### src/verilog/hrf_pkg.sv
package hrf_pkg;

  // ----------------------------------------------------------------
  // register map (byte offsets on the plain register port)
  // ----------------------------------------------------------------
  localparam int ADDR_W = 5;
  localparam logic [ADDR_W-1:0] REG_MODE = 5'h00;     // header handling mode
  localparam logic [ADDR_W-1:0] REG_CONTROL_STATUS_2 = 5'h04;     // control_status_2 filter bits
  localparam logic [ADDR_W-1:0] REG_STATION = 5'h08;  // {remote, local} station addresses
  localparam logic [ADDR_W-1:0] REG_STATUS = 5'h0C;   // bad count and last frame flags
  localparam logic [ADDR_W-1:0] REG_INIT_BASE = 5'h10; // init_block_base, 24 bits

  // ----------------------------------------------------------------
  // field positions and reset values
  // ----------------------------------------------------------------
  localparam int MODE_ADDR_EXT_BIT = 6;    // ext_addr_enable
  localparam int MODE_CTRL_EXT_BIT = 7;    // ext_ctrl_enable
  localparam int MODE_HDR_DIS_BIT = 8;     // header_extract_disable
  localparam int MODE_ADDR_FORCE_BIT = 9;  // ext_addr_force
  localparam int MODE_CTRL_FORCE_BIT = 10; // ext_ctrl_force
  localparam int CONTROL_STATUS_2_GLOBAL_BIT = 8;      // global_addr_accept
  localparam int CONTROL_STATUS_2_ALL_BIT = 10;        // accept_all_frames
  localparam int DESC_REMOTE_BIT = 9;      // matched_remote_flag in rx_descriptor_word0
  localparam logic [23:0] BAD_CNT_OFFSET = 24'h00002C; // bad-frame counter, init block + 44
  localparam logic [7:0] GLOBAL_OCTET = 8'hFF;
  localparam logic [31:0] MODE_RST = 32'h00000000;
  localparam logic [31:0] CONTROL_STATUS_2_RST = 32'h00000000;
  localparam logic [31:0] STATION_RST = 32'h00000000;
  localparam logic [23:0] INIT_BASE_RST = 24'h000000;

  // ----------------------------------------------------------------
  // types
  // ----------------------------------------------------------------
  typedef struct packed {
    logic addr_ext;
    logic addr_force;
    logic ctrl_ext;
    logic ctrl_force;
    logic hdr_dis;
    logic accept_all;
    logic global_ok;
  } hrf_cfg_t;

  typedef struct packed {
    logic [15:0] data;   // first octet in the low lane
    logic odd;           // only the low lane is meaningful
    logic hdr_single;    // single header octet copied to both lanes
  } hrf_word_t;

  typedef struct packed {
    logic good;          // aligned and check sequence correct
    logic remote;        // matched the remote station address
    logic command;       // global address, classed as a command
  } hrf_stat_t;

  typedef enum logic [2:0] {
    ST_IDLE = 3'b000,
    ST_ADDR1 = 3'b001,
    ST_ADDR2 = 3'b010,
    ST_CTRL1 = 3'b011,
    ST_CTRL2 = 3'b100,
    ST_DATA = 3'b101,
    ST_DROP = 3'b110
  } hrf_state_t;

endpackage

### src/verilog/hrf_rx_filter.sv
`timescale 1ns/1ps
// Function
// - in extended, zero address LSB extends address one octet
// - address field one or two octets
// - control one octet, or two in extended
// - good flag only on good aligned frames; bad ones counted
// - filter on local or remote address
// - descriptor bit 9 shows remote match
// - unmatched frames dropped unless global matches
// - extended control two octets if LSB zero
// - address force makes address two octets
// - control force makes control two octets
// - all-ones address accepted as command
// - transmit frames get no header prepended
// - accept-all skips address filtering
// - accept-all plus no-extract stores everything
// - single header octet fills both lanes
// - filtered: control first; else address, control
// - no-extract filtered: two octets, control first
// - unforced: one address octet if LSB one
// - unforced: unnumbered frames keep one control octet
// - check sequence octets never stored
module hrf_rx_filter #(
  parameter int CNT_W = 16
) (
  // clock, reset, enable
  input wire logic i_clk,
  input wire logic i_rst_n,
  input wire logic i_ce,
  // register port
  input wire logic [hrf_pkg::ADDR_W-1:0] i_addr,
  input wire logic [31:0] i_wdata,
  input wire logic i_wr,
  input wire logic i_rd,
  output logic [31:0] o_rdata,
  // received octets from the deframer, same clock
  input wire logic i_rx_valid,
  input wire logic [7:0] i_rx_data,
  input wire logic i_rx_sof,
  input wire logic i_rx_eof,
  input wire logic i_rx_fcs_ok,
  input wire logic i_rx_aligned,
  // transmit octets from the xid/test buffer
  input wire logic i_tx_valid,
  input wire logic [7:0] i_tx_data,
  input wire logic i_tx_sof,
  input wire logic i_tx_eof,
  output logic o_tx_valid,
  output logic [7:0] o_tx_data,
  output logic o_tx_sof,
  output logic o_tx_eof,
  // words toward memory
  output logic o_word_valid,
  output hrf_pkg::hrf_word_t o_word,
  // frame completion
  output logic o_end_valid,
  output hrf_pkg::hrf_stat_t o_stat,
  output logic [15:0] o_desc_word0,
  output logic o_bad_inc,
  output logic [23:0] o_bad_addr,
  output logic [CNT_W-1:0] o_bad_count
);
  import hrf_pkg::*;

  // ----------------------------------------------------------------
  // helpers
  // ----------------------------------------------------------------
  // single header octet copied into both byte lanes
  function automatic hrf_word_t single_word(input logic [7:0] b);
    single_word = '{data: {b, b}, odd: 1'b0, hdr_single: 1'b1};
  endfunction

  // two octets into one word, first received octet in the low lane
  function automatic hrf_word_t pair_word(input logic [7:0] first, input logic [7:0] second);
    pair_word = '{data: {second, first}, odd: 1'b0, hdr_single: 1'b0};
  endfunction

  // ----------------------------------------------------------------
  // registers
  // ----------------------------------------------------------------
  logic [31:0] mode_q, mode_d;       // header handling mode
  logic [31:0] control_status_2_q, control_status_2_d;       // filter control bits
  logic [31:0] station_q, station_d; // [15:0] local, [31:16] remote
  logic [23:0] base_q, base_d;       // init_block_base
  logic [31:0] rdata_q, rdata_d;     // read data, one cycle after strobe
  hrf_cfg_t cfg;                     // decoded configuration

  assign cfg = '{addr_ext: mode_q[MODE_ADDR_EXT_BIT], addr_force: mode_q[MODE_ADDR_FORCE_BIT],
                 ctrl_ext: mode_q[MODE_CTRL_EXT_BIT], ctrl_force: mode_q[MODE_CTRL_FORCE_BIT],
                 hdr_dis: mode_q[MODE_HDR_DIS_BIT], accept_all: control_status_2_q[CONTROL_STATUS_2_ALL_BIT],
                 global_ok: control_status_2_q[CONTROL_STATUS_2_GLOBAL_BIT]};

  // ----------------------------------------------------------------
  // frame state
  // ----------------------------------------------------------------
  hrf_state_t state_q, state_d;     // header walk
  logic [7:0] older_q, older_d;     // oldest octet in the two-deep delay
  logic [7:0] newer_q, newer_d;     // newest octet in the delay
  logic [1:0] fill_q, fill_d;       // octets held in the delay
  logic [7:0] first_q, first_d;     // first octet of a two-octet field
  logic [7:0] pend_q, pend_d;       // payload octet waiting for its partner
  logic pend_ok_q, pend_ok_d;       // pend_q holds a byte
  logic acc_q, acc_d;               // frame accepted so far
  logic remote_q, remote_d;         // matched remote address
  logic cmd_q, cmd_d;               // matched global address
  logic [CNT_W-1:0] bad_q, bad_d;   // bad frame count
  hrf_stat_t last_q, last_d;        // flags of last accepted frame
  logic word_v_q, word_v_d;
  hrf_word_t word_q, word_d;
  logic end_v_q, end_v_d;
  logic bad_inc_q, bad_inc_d;
  logic [23:0] bad_addr_q, bad_addr_d;
  logic [15:0] desc_q, desc_d;
  logic tx_v_q, tx_sof_q, tx_eof_q;
  logic [7:0] tx_data_q;

  // octet leaving the delay is payload; the two still held at the end
  // are the check sequence and are never looked at
  logic step;                       // process older_q this cycle
  logic [7:0] oct;                  // octet under processing
  assign step = i_rx_valid && !i_rx_sof && (fill_q == 2'd2);
  assign oct = older_q;

  // ----------------------------------------------------------------
  // register port next values
  // ----------------------------------------------------------------
  always_comb begin
    mode_d = mode_q;
    control_status_2_d = control_status_2_q;
    station_d = station_q;
    base_d = base_q;
    rdata_d = 32'h00000000;
    if (i_wr) begin
      case (i_addr)
        REG_MODE: mode_d = i_wdata;
        REG_CONTROL_STATUS_2: control_status_2_d = i_wdata;
        REG_STATION: station_d = i_wdata;
        REG_INIT_BASE: base_d = i_wdata[23:0];
        default: ; // unmapped or read-only: ignored
      endcase
    end
    if (i_rd) begin
      case (i_addr)
        REG_MODE: rdata_d = mode_q;
        REG_CONTROL_STATUS_2: rdata_d = control_status_2_q;
        REG_STATION: rdata_d = station_q;
        REG_STATUS: rdata_d = {13'h0000, last_q, {(16-CNT_W){1'b0}}, bad_q};
        REG_INIT_BASE: rdata_d = {8'h00, base_q};
        default: rdata_d = 32'h00000000; // unmapped reads as zero
      endcase
    end
  end

  // ----------------------------------------------------------------
  // header walk next values
  // ----------------------------------------------------------------
  always_comb begin
    logic two;
    logic hit_l;
    logic hit_r;
    logic hit_g;
    logic done_acc;
    two = 1'b0;
    hit_l = 1'b0;
    hit_r = 1'b0;
    hit_g = 1'b0;
    done_acc = 1'b0;
    state_d = state_q;
    older_d = older_q;
    newer_d = newer_q;
    fill_d = fill_q;
    first_d = first_q;
    pend_d = pend_q;
    pend_ok_d = pend_ok_q;
    acc_d = acc_q;
    remote_d = remote_q;
    cmd_d = cmd_q;
    bad_d = bad_q;
    last_d = last_q;
    word_v_d = 1'b0;
    word_d = word_q;
    end_v_d = 1'b0;
    bad_inc_d = 1'b0;
    bad_addr_d = bad_addr_q;
    desc_d = desc_q;
    // delay line: a new frame restarts it
    if (i_rx_valid) begin
      if (i_rx_sof) begin
        newer_d = i_rx_data;
        fill_d = 2'd1;
        state_d = ST_ADDR1;
        pend_ok_d = 1'b0;
        acc_d = 1'b0;
        remote_d = 1'b0;
        cmd_d = 1'b0;
      end else begin
        older_d = newer_q;
        newer_d = i_rx_data;
        if (fill_q != 2'd2) begin
          fill_d = fill_q + 2'd1;
        end
      end
    end
    if (step) begin
      case (state_q)
        ST_ADDR1: begin
          if (cfg.accept_all && cfg.hdr_dis) begin
            // total transparent: every octet is payload
            acc_d = 1'b1;
            pend_d = oct;
            pend_ok_d = 1'b1;
            state_d = ST_DATA;
          end else begin
            // no-extract forces a two-octet filter; leaves other misuse open
            two = cfg.hdr_dis || (cfg.addr_ext && (cfg.addr_force || !oct[0]));
            if (two) begin
              first_d = oct;
              state_d = ST_ADDR2;
            end else begin
              hit_l = (oct == station_q[7:0]);
              hit_r = (oct == station_q[23:16]);
              hit_g = cfg.global_ok && (oct == GLOBAL_OCTET);
              done_acc = 1'b1;
              if (cfg.accept_all) begin
                word_v_d = 1'b1;
                word_d = single_word(oct);
              end
            end
          end
        end
        ST_ADDR2: begin
          hit_l = ({oct, first_q} == station_q[15:0]);
          hit_r = ({oct, first_q} == station_q[31:16]);
          hit_g = cfg.global_ok && (oct == GLOBAL_OCTET) && (first_q == GLOBAL_OCTET);
          done_acc = 1'b1;
          if (cfg.accept_all) begin
            word_v_d = 1'b1;
            word_d = pair_word(first_q, oct);
          end
        end
        ST_CTRL1: begin
          // unnumbered frames end in binary 11 and stay one octet unless forced
          two = cfg.hdr_dis || (cfg.ctrl_ext && (cfg.ctrl_force || !oct[0] || !oct[1]));
          if (two) begin
            first_d = oct;
            state_d = ST_CTRL2;
          end else begin
            word_v_d = 1'b1;
            word_d = single_word(oct);
            state_d = ST_DATA;
          end
        end
        ST_CTRL2: begin
          word_v_d = 1'b1;
          word_d = pair_word(first_q, oct);
          state_d = ST_DATA;
        end
        ST_DATA: begin
          if (pend_ok_q) begin
            word_v_d = 1'b1;
            word_d = pair_word(pend_q, oct);
            pend_ok_d = 1'b0;
          end else begin
            pend_d = oct;
            pend_ok_d = 1'b1;
          end
        end
        default: ; // idle or dropping: octets fall away
      endcase
      if (done_acc) begin
        if (cfg.accept_all || hit_l || hit_r || hit_g) begin
          acc_d = 1'b1;
          remote_d = !cfg.accept_all && !hit_l && hit_r;
          cmd_d = hit_g;
          state_d = ST_CTRL1;
        end else begin
          state_d = ST_DROP;
        end
      end
    end
    // end of frame: remaining delay contents are the check sequence
    if (i_rx_valid && i_rx_eof && !i_rx_sof && state_q != ST_IDLE) begin
      state_d = ST_IDLE;
      if (!(i_rx_fcs_ok && i_rx_aligned)) begin
        bad_d = bad_q + 1'b1;
        bad_inc_d = 1'b1;
        bad_addr_d = base_q + BAD_CNT_OFFSET;
      end
      if (acc_d) begin
        // a lone trailing payload byte leaves in the low lane
        if (pend_ok_d && !word_v_d) begin
          word_v_d = 1'b1;
          word_d = '{data: {8'h00, pend_d}, odd: 1'b1, hdr_single: 1'b0};
        end
        end_v_d = 1'b1;
        last_d = '{good: i_rx_fcs_ok && i_rx_aligned, remote: remote_d, command: cmd_d};
        desc_d = 16'h0000;
        desc_d[DESC_REMOTE_BIT] = remote_d;
      end
      pend_ok_d = 1'b0;
    end
  end

  // ----------------------------------------------------------------
  // registering; i_ce low freezes everything
  // ----------------------------------------------------------------
  always_ff @(posedge i_clk or negedge i_rst_n) begin
    if (!i_rst_n) begin
      mode_q <= MODE_RST;
      control_status_2_q <= CONTROL_STATUS_2_RST;
      station_q <= STATION_RST;
      base_q <= INIT_BASE_RST;
      rdata_q <= 32'h00000000;
      state_q <= ST_IDLE;
      older_q <= 8'h00;
      newer_q <= 8'h00;
      fill_q <= 2'd0;
      first_q <= 8'h00;
      pend_q <= 8'h00;
      pend_ok_q <= 1'b0;
      acc_q <= 1'b0;
      remote_q <= 1'b0;
      cmd_q <= 1'b0;
      bad_q <= '0;
      last_q <= '0;
      word_v_q <= 1'b0;
      word_q <= '0;
      end_v_q <= 1'b0;
      bad_inc_q <= 1'b0;
      bad_addr_q <= 24'h000000;
      desc_q <= 16'h0000;
      tx_v_q <= 1'b0;
      tx_data_q <= 8'h00;
      tx_sof_q <= 1'b0;
      tx_eof_q <= 1'b0;
    end else if (i_ce) begin
      mode_q <= mode_d;
      control_status_2_q <= control_status_2_d;
      station_q <= station_d;
      base_q <= base_d;
      rdata_q <= rdata_d;
      state_q <= state_d;
      older_q <= older_d;
      newer_q <= newer_d;
      fill_q <= fill_d;
      first_q <= first_d;
      pend_q <= pend_d;
      pend_ok_q <= pend_ok_d;
      acc_q <= acc_d;
      remote_q <= remote_d;
      cmd_q <= cmd_d;
      bad_q <= bad_d;
      last_q <= last_d;
      word_v_q <= word_v_d;
      word_q <= word_d;
      end_v_q <= end_v_d;
      bad_inc_q <= bad_inc_d;
      bad_addr_q <= bad_addr_d;
      desc_q <= desc_d;
      // transmit octets pass straight on, nothing prepended
      tx_v_q <= i_tx_valid;
      tx_data_q <= i_tx_data;
      tx_sof_q <= i_tx_sof;
      tx_eof_q <= i_tx_eof;
    end
  end

  assign o_rdata = rdata_q;
  assign o_word_valid = word_v_q;
  assign o_word = word_q;
  assign o_end_valid = end_v_q;
  assign o_stat = last_q;
  assign o_desc_word0 = desc_q;
  assign o_bad_inc = bad_inc_q;
  assign o_bad_addr = bad_addr_q;
  assign o_bad_count = bad_q;
  assign o_tx_valid = tx_v_q;
  assign o_tx_data = tx_data_q;
  assign o_tx_sof = tx_sof_q;
  assign o_tx_eof = tx_eof_q;
endmodule // hrf_rx_filter

### config.mk
export PLATFORM = sky130hd
export DESIGN_NAME = hrf_rx_filter
export DESIGN_NICKNAME = d
export VERILOG_FILES = /design/src/verilog/hrf_pkg.sv /design/src/verilog/hrf_rx_filter.sv
export SDC_FILE = /design/constraint.sdc
export NUM_CORES = 1
export LEC_CHECK = 0
export ABC_AREA = 0
export ABC_CLOCK_PERIOD_IN_PS = 7100
export BUFFER_PORTS_ARGS = -buffer_cell sky130_fd_sc_hd__buf_2
export CORE_MARGIN = 2
export CORE_UTILIZATION = 45
export DETAILED_ROUTE_END_ITERATION = 16
export GPL_TIMING_DRIVEN = 0
export PLACE_DENSITY = 0.64
export SLEW_MARGIN = 15
export SYNTH_ARGS = -nofsm -noshare
export SYNTH_HDL_FRONTEND = slang
export SYNTH_SLANG_ARGS = --single-unit
### constraint.sdc
create_clock -name i_clk -period 7.1 [get_ports i_clk]
set_clock_uncertainty 0.15 [all_clocks]
set_input_delay 0.355 -clock i_clk [delete_from_list [all_inputs] [get_ports i_clk]]
set_output_delay 0.355 -clock i_clk [all_outputs]
set_load 0.005 [all_outputs]
# After elaboration in Yosys (flattened, before gate mapping)
# Index checks and enable logic that the tools add are counted.
# classes
eq_ne	20
n_reduce_logical	42
n_mux	87
add_sub_neg	3
n_bitwise	2
# op_table
op	count
18-bit 2-to-1 mux	10
32-bit one-hot mux with 5 select lines	1
18-bit one-hot mux with 5 select lines	1
1-bit 2-to-1 mux	49
8-bit 2-to-1 mux	6
16-bit equality test	2
32-bit 2-to-1 mux	1
8-bit one-hot mux with 2 select lines	2
24-bit by 6-bit adder with 24-bit output, second input constant	1
3-bit 2-to-1 mux	8
3-bit AND reduction	8
16-bit by 1-bit adder with 16-bit output, second input constant	1
8-bit equality test	2
8-bit equality test, second input constant	2
1-bit logical AND	14
5-bit by 4-bit equality test with 1-bit output, second input constant	2
1-bit one-hot mux with 2 select lines	5
3-bit one-hot mux with 3 select lines	1
1-bit logical OR	8
2-bit inequality test, second input constant	4
3-bit by 2-bit equality test with 1-bit output, second input constant	2
3-bit equality test, second input constant	2
1-bit logical NOT	6
6-bit AND reduction	1
other kinds (12)	15
# word_totals
wordCells	184
ff_bits	268
out_inout_bits	123
inputBits	66

# Logic depth before layout (Yosys ltp)
# depth
word_depth	16
ltp_mapped	10
depth_no_buf	10

# Least setup slack after synthesis
# No wires, ideal clock.
# synth_timing
path_type	register to register
start	register state_q[1]
end	register word_q, in the netlist o_word[9]
setup_ps	126
slack_ps	4330
required_time_ps	6824
path_buffers	2
synth_period_minus_slack_ps	2770
arrival_time_ps	2494
path_stages_with_launch	11
path_cell_list	dfrtp_1 > buf_6 > or3b_4 > a211oi_4 > and3_1 > a31oi_1 > a31o_1 > a2111oi_4 > buf_6 > o21ai_1 > a221o_1
# synth_via
elab_chain_cells	11
elab_cells_between_ends	35
classes_between	eq/ne (5); mux (23); reduce/logical (7)
# synth_rtl
element	line_no	rtl
start, declared	hrf_rx_filter.sv:96	hrf_state_t state_q, state_d;
start signal, assigned	hrf_rx_filter.sv:342	state_q <= state_d;
3-bit by 2-bit equality test with 1-bit output / 3-bit by 1-bit equality test with 1-bit output (equally long branches)	hrf_rx_filter.sv:205	case (state_q)
1-bit one-hot mux with 2 select lines	hrf_rx_filter.sv:205	
1-bit 2-to-1 mux	hrf_rx_filter.sv:204	if (step) begin
1-bit logical OR (3 in a row)	hrf_rx_filter.sv:271	if (cfg.accept_all || hit_l || hit_r || hit_g) begin
1-bit 2-to-1 mux	hrf_rx_filter.sv:271	
1-bit 2-to-1 mux	hrf_rx_filter.sv:270	if (done_acc) begin
1-bit 2-to-1 mux	hrf_rx_filter.sv:204	
18-bit 2-to-1 mux	hrf_rx_filter.sv:289	if (acc_d) begin
18-bit 2-to-1 mux *	hrf_rx_filter.sv:282	if (i_rx_valid && i_rx_eof && !i_rx_sof && state_q != ST_IDLE) begin
end signal, assigned	hrf_rx_filter.sv:355	word_q <= word_d;
end, declared	hrf_rx_filter.sv:109	hrf_word_t word_q, word_d;
# Mark *: on every way between the ends. The rest lies on a longest branch, timed or not. The select of a mux whose other input is x is not followed.
# A chain may end at the register's enable or synchronous reset.

# Final worst setup path
# layout_timing
start	register older_q[5] (netlist: oct[5])
end	register last_q, in the netlist o_stat[2]
# layout_via
elab_chain_cells	12
elab_cells_between_ends	26
classes_between	eq/ne (5); mux (15); reduce/logical (6)
# layout_rtl
element	line_no	rtl
start, declared	hrf_rx_filter.sv:97	logic [7:0] older_q, older_d;
start signal, assigned	hrf_rx_filter.sv:343	older_q <= older_d;
8-bit equality test	hrf_rx_filter.sv:220	hit_l = (oct == station_q[7:0]);
1-bit 2-to-1 mux	hrf_rx_filter.sv:216	if (two) begin
1-bit 2-to-1 mux	hrf_rx_filter.sv:207	if (cfg.accept_all && cfg.hdr_dis) begin
1-bit one-hot mux with 2 select lines	hrf_rx_filter.sv:205	
1-bit 2-to-1 mux	hrf_rx_filter.sv:204	
1-bit logical OR (2 in a row)	hrf_rx_filter.sv:271	
1-bit logical OR *	hrf_rx_filter.sv:271	
1-bit 2-to-1 mux *	hrf_rx_filter.sv:271	
1-bit 2-to-1 mux *	hrf_rx_filter.sv:270	
1-bit 2-to-1 mux *	hrf_rx_filter.sv:204	
3-bit AND reduction (no line) *	n/a	
end signal, assigned	hrf_rx_filter.sv:353	last_q <= last_d;
end, declared	hrf_rx_filter.sv:107	hrf_stat_t last_q, last_d;
# Marks and branches as above.

==> impl_metrics.toml <==
[status]
status = "completed"

[power]
vdd.ir_drop.worst_mv = 0.185
total_leakage_power_nw = 7.59
powerDensity_nw_per_um2 = 278
total_power_w = 0.00451

[yosys]
synthCells = 1193
synth.distinct_cells = 63
synth_warnings = 0
ys_seq_elements = 268
synthesis.area_um2 = 13200
avgSynthCellArea_um2 = 11.0
ys_seq_area_frac = 0.509
ys.flop_type = "dfrtp_1"
synth_async_sr_flop_share = 1.00
synth-edff-count = 0

[global_route]
grt-ovfl-total = 0
grt_max_degree = 102
grt_pass1_vias = 10600
grt_pass1_wl_mm = 61.5
track_usage = 0.258
antenna_found_initial = 2

[sta]
hold_viol_final = 0
final.period_utilization = 0.587
setup_viol = 0
setup_tns_ns = 0
relSlewSlack = 0.278
whs_ns = 0.180
rsz0062_at_grt = "false"
period_needed_ns = 4.17
worst_slack_ns = 2.93
max_freq_mhz = 240
tightest_slew_ns = 1.08
drv_slew = 0

[floorplan]
start_util = 0.458
ioPinCount = 189
die_y_um = 175
coreArea_um2 = 28800
die-area_um2 = 30600
fp.dieW_um = 175
num_rows = 62

[layout]
area_delta_synth_final_pct = 23.1
fin_nets = 1537
layout-drive-gt1-share = 0.276
fin_cells = 1876

[clocking]
root_buffer = "clkbuf_16"
clkTransAtPathRegs_ns = 0.06
cts_buffers = 30
clkLatencyLatePin_ns = 0.58
htree_levels = 1
clk_path_buf_depth = 3
ctsResizeCount = 0
cts_tree = "done"
cts.sinks = 268

[setup_path]
crit_path_max_incr_delay_ns = 0.88
crit_slowest_cell = "a211oi_1"
crit_required_ns = 7.44
arrival_ns = 4.51
end_kind = "flip-flop"
cp_max_fo = 10
worstSetupStartpointType = "flip-flop"
path_cells = "clkbuf_1 -> xnor2_1 -> nand4_1 -> nor4_1 -> a31oi_1 -> a31o_1 -> a211oi_1 -> nand3_1 -> dlygate4sd3_1 -> o21ai_0"
critPathKind = "reg -> reg"

[route]
drt_iter0_markers = 944
vias_per_cell = 5.69
drt-wirelength-per-cell_um = 21.1
wl_mm = 39.5
antenna_left = 0
first_pass_iters = 5
via_count = 10700
drc = 0

[hold_path]
worstHoldPathType = "in -> reg"

[placement]
dp_cells = 1765
io_buffers = 172
gp_congestion = 0.973
pre_cts_ws_ns = 3.47
hpwl_mm = 28.6

[run]
drv_cap = 0
[cells in the mapped netlist, types with 2 or more instances]
cell type    n  area share
a2111oi_0    2      0.0013
a211oi_1     6      0.0034
a21o_1      10      0.0057
a21oi_1     52       0.020
a221o_1      3      0.0023
a221oi_1    20       0.013
a222oi_1    18       0.014
a22o_1       7      0.0047
a22oi_1      3      0.0017
a31o_1       2      0.0013
a31oi_1     14      0.0067
and2_1       4      0.0019
and3_1      17      0.0081
buf_1        9      0.0026
buf_2        5      0.0019
buf_4       17      0.0097
buf_6        2      0.0017
clkbuf_1    58       0.017
dfrtp_1    268        0.51
ha_1         3      0.0029
inv_1       22      0.0063
mux2_1       4      0.0034
mux2_2     155        0.13
mux2i_1     22       0.017
nand2_1    109       0.031
nand2b_1     6      0.0029
nand3_1     22      0.0084
nand4_1     12      0.0057
nor2_1      46       0.013
nor2b_1      7      0.0033
nor3_1      12      0.0046
nor4_1       8      0.0038
o211a_1      3      0.0023
o211ai_1     3      0.0017
o21a_1       4      0.0023
o21ai_0     90       0.034
o21ai_1      2     0.00076
o21bai_1     2      0.0011
o221a_2      3      0.0026
o2bb2ai_1   36       0.024
or3_1        2     0.00095
xnor2_1     54       0.036
xor2_1      29       0.019
[power by group]
group	internal [W]	switching, W	leakage (nW)
logic	0.000444	0.000524	3.56
registers	0.00175	0.000214	3.53
clock network	0.000934	0.000647	0.501
[worst max-delay path: cells and delay by family, from the launching register on]
kind	cells	cell delay, ns
AO/OA/AOI/OAI	4	1.46
XOR/XNOR	1	0.20
buffers and inverters	2	1.22
flip-flops	1	0.44
AND/OR/NAND/NOR	3	0.62
[metal layers]
layer	routed length [um]	vias to the layer above	track usage
li1	-	4882	-
met1	18100	5345	0.373
met2	18000	379	0.407
met3	2310	76	0.0307
met4	1110	0	0.0819
met5	0	-	0
[flip-flops by register name, indices dropped and copies added, names as in the netlist, 16 cells and up]
register	count
o_bad_count	16
o_word	18
base_q	24
o_rdata	32
o_bad_addr	24
mode_q	32
station_q	32
control_status_2_q	32
[kinds of logic (layout without fill, tap and decap cells)]
logic type	count (synthesis)	count (layout)	synth area share
other	1	17	0.000285
buffers and inverters	113	396	0.0387
AOI/OAI and AO/OA	290	290	0.152
DFF	268	268	0.509
muxes	181	181	0.153
xor gates and xnor gates	83	83	0.0552
and+or+nand+nor	254	254	0.0894
adders and majority gates	3	3	0.00285
[cell usage in the layout, fill, tap and decap left out, types with 8 or more instances in the layout]
cell and instances:
nand3_1 22, dfrtp_1 268, a31oi_1 14, a222oi_1 18, a21o_1 10, inv_1 22
a21oi_1 52, clkbuf_1 63, nand2_1 109, dlygate4sd3_1 55, nor3_1 12, nand4_1 12
conb_1 15, mux2_2 155, buf_2 176, nor2_1 46, a221oi_1 20, o2bb2ai_1 36
xor2_1 29, and3_1 17, clkbuf_8 8, buf_1 9, xnor2_1 54, mux2i_1 22
buf_4 17, clkbuf_16 30, o21ai_0 90
[path summary, 6_finish.rpt]
check | cells past startpoint | from | to | slack (ns)
setup / recovery | 10 | oct[5]$_DFFE_PN0P_ | o_stat[2]$_DFFE_PN0P_ | 2.93
hold / removal | 5 | i_rx_valid | fill_q[1]$_DFFE_PN0P_ | 0.18
setup reg to reg | 10 | oct[5]$_DFFE_PN0P_ | o_stat[2]$_DFFE_PN0P_ | 2.93
hold reg to reg | 2 | o_bad_addr[12]$_DFFE_PN0P_ | o_bad_addr[12]$_DFFE_PN0P_ | 0.32
max in group asynchronous | 4 | i_rst_n | oct[4]$_DFFE_PN0P_ | 5.19
min in group asynchronous | 2 | i_rst_n | o_bad_addr[6]$_DFFE_PN0P_ | 0.26
[cell type report]
cell class	count	area, um2
diodes	2	5.00
well taps	384	480
repair buffers	229	1480
fillers	2507	12600
clock buffers	43	880
plain buffers	91	427
inverters	22	82.6
clock inverters	11	140
multi-input cells	826	6020
flip-flops and latches	268	6710
[stage by stage]
step           utilization  instance area, um2
6_report             0.563               16200
5_1_grt              0.563               16200
4_1_cts              0.563               16200
3_5_place_dp         0.508               14600
3_3_place_gp         0.506               14600
2_1_floorplan            -               13200
[timing repair]
action	4_1_cts	5_1_grt
hold buffers	55	0
setup buffers	0	0
endpoints found under the setup margin	0	0
hold endpoints to repair	242	0
No activity file was read; power rests on OpenSTA's default activity.
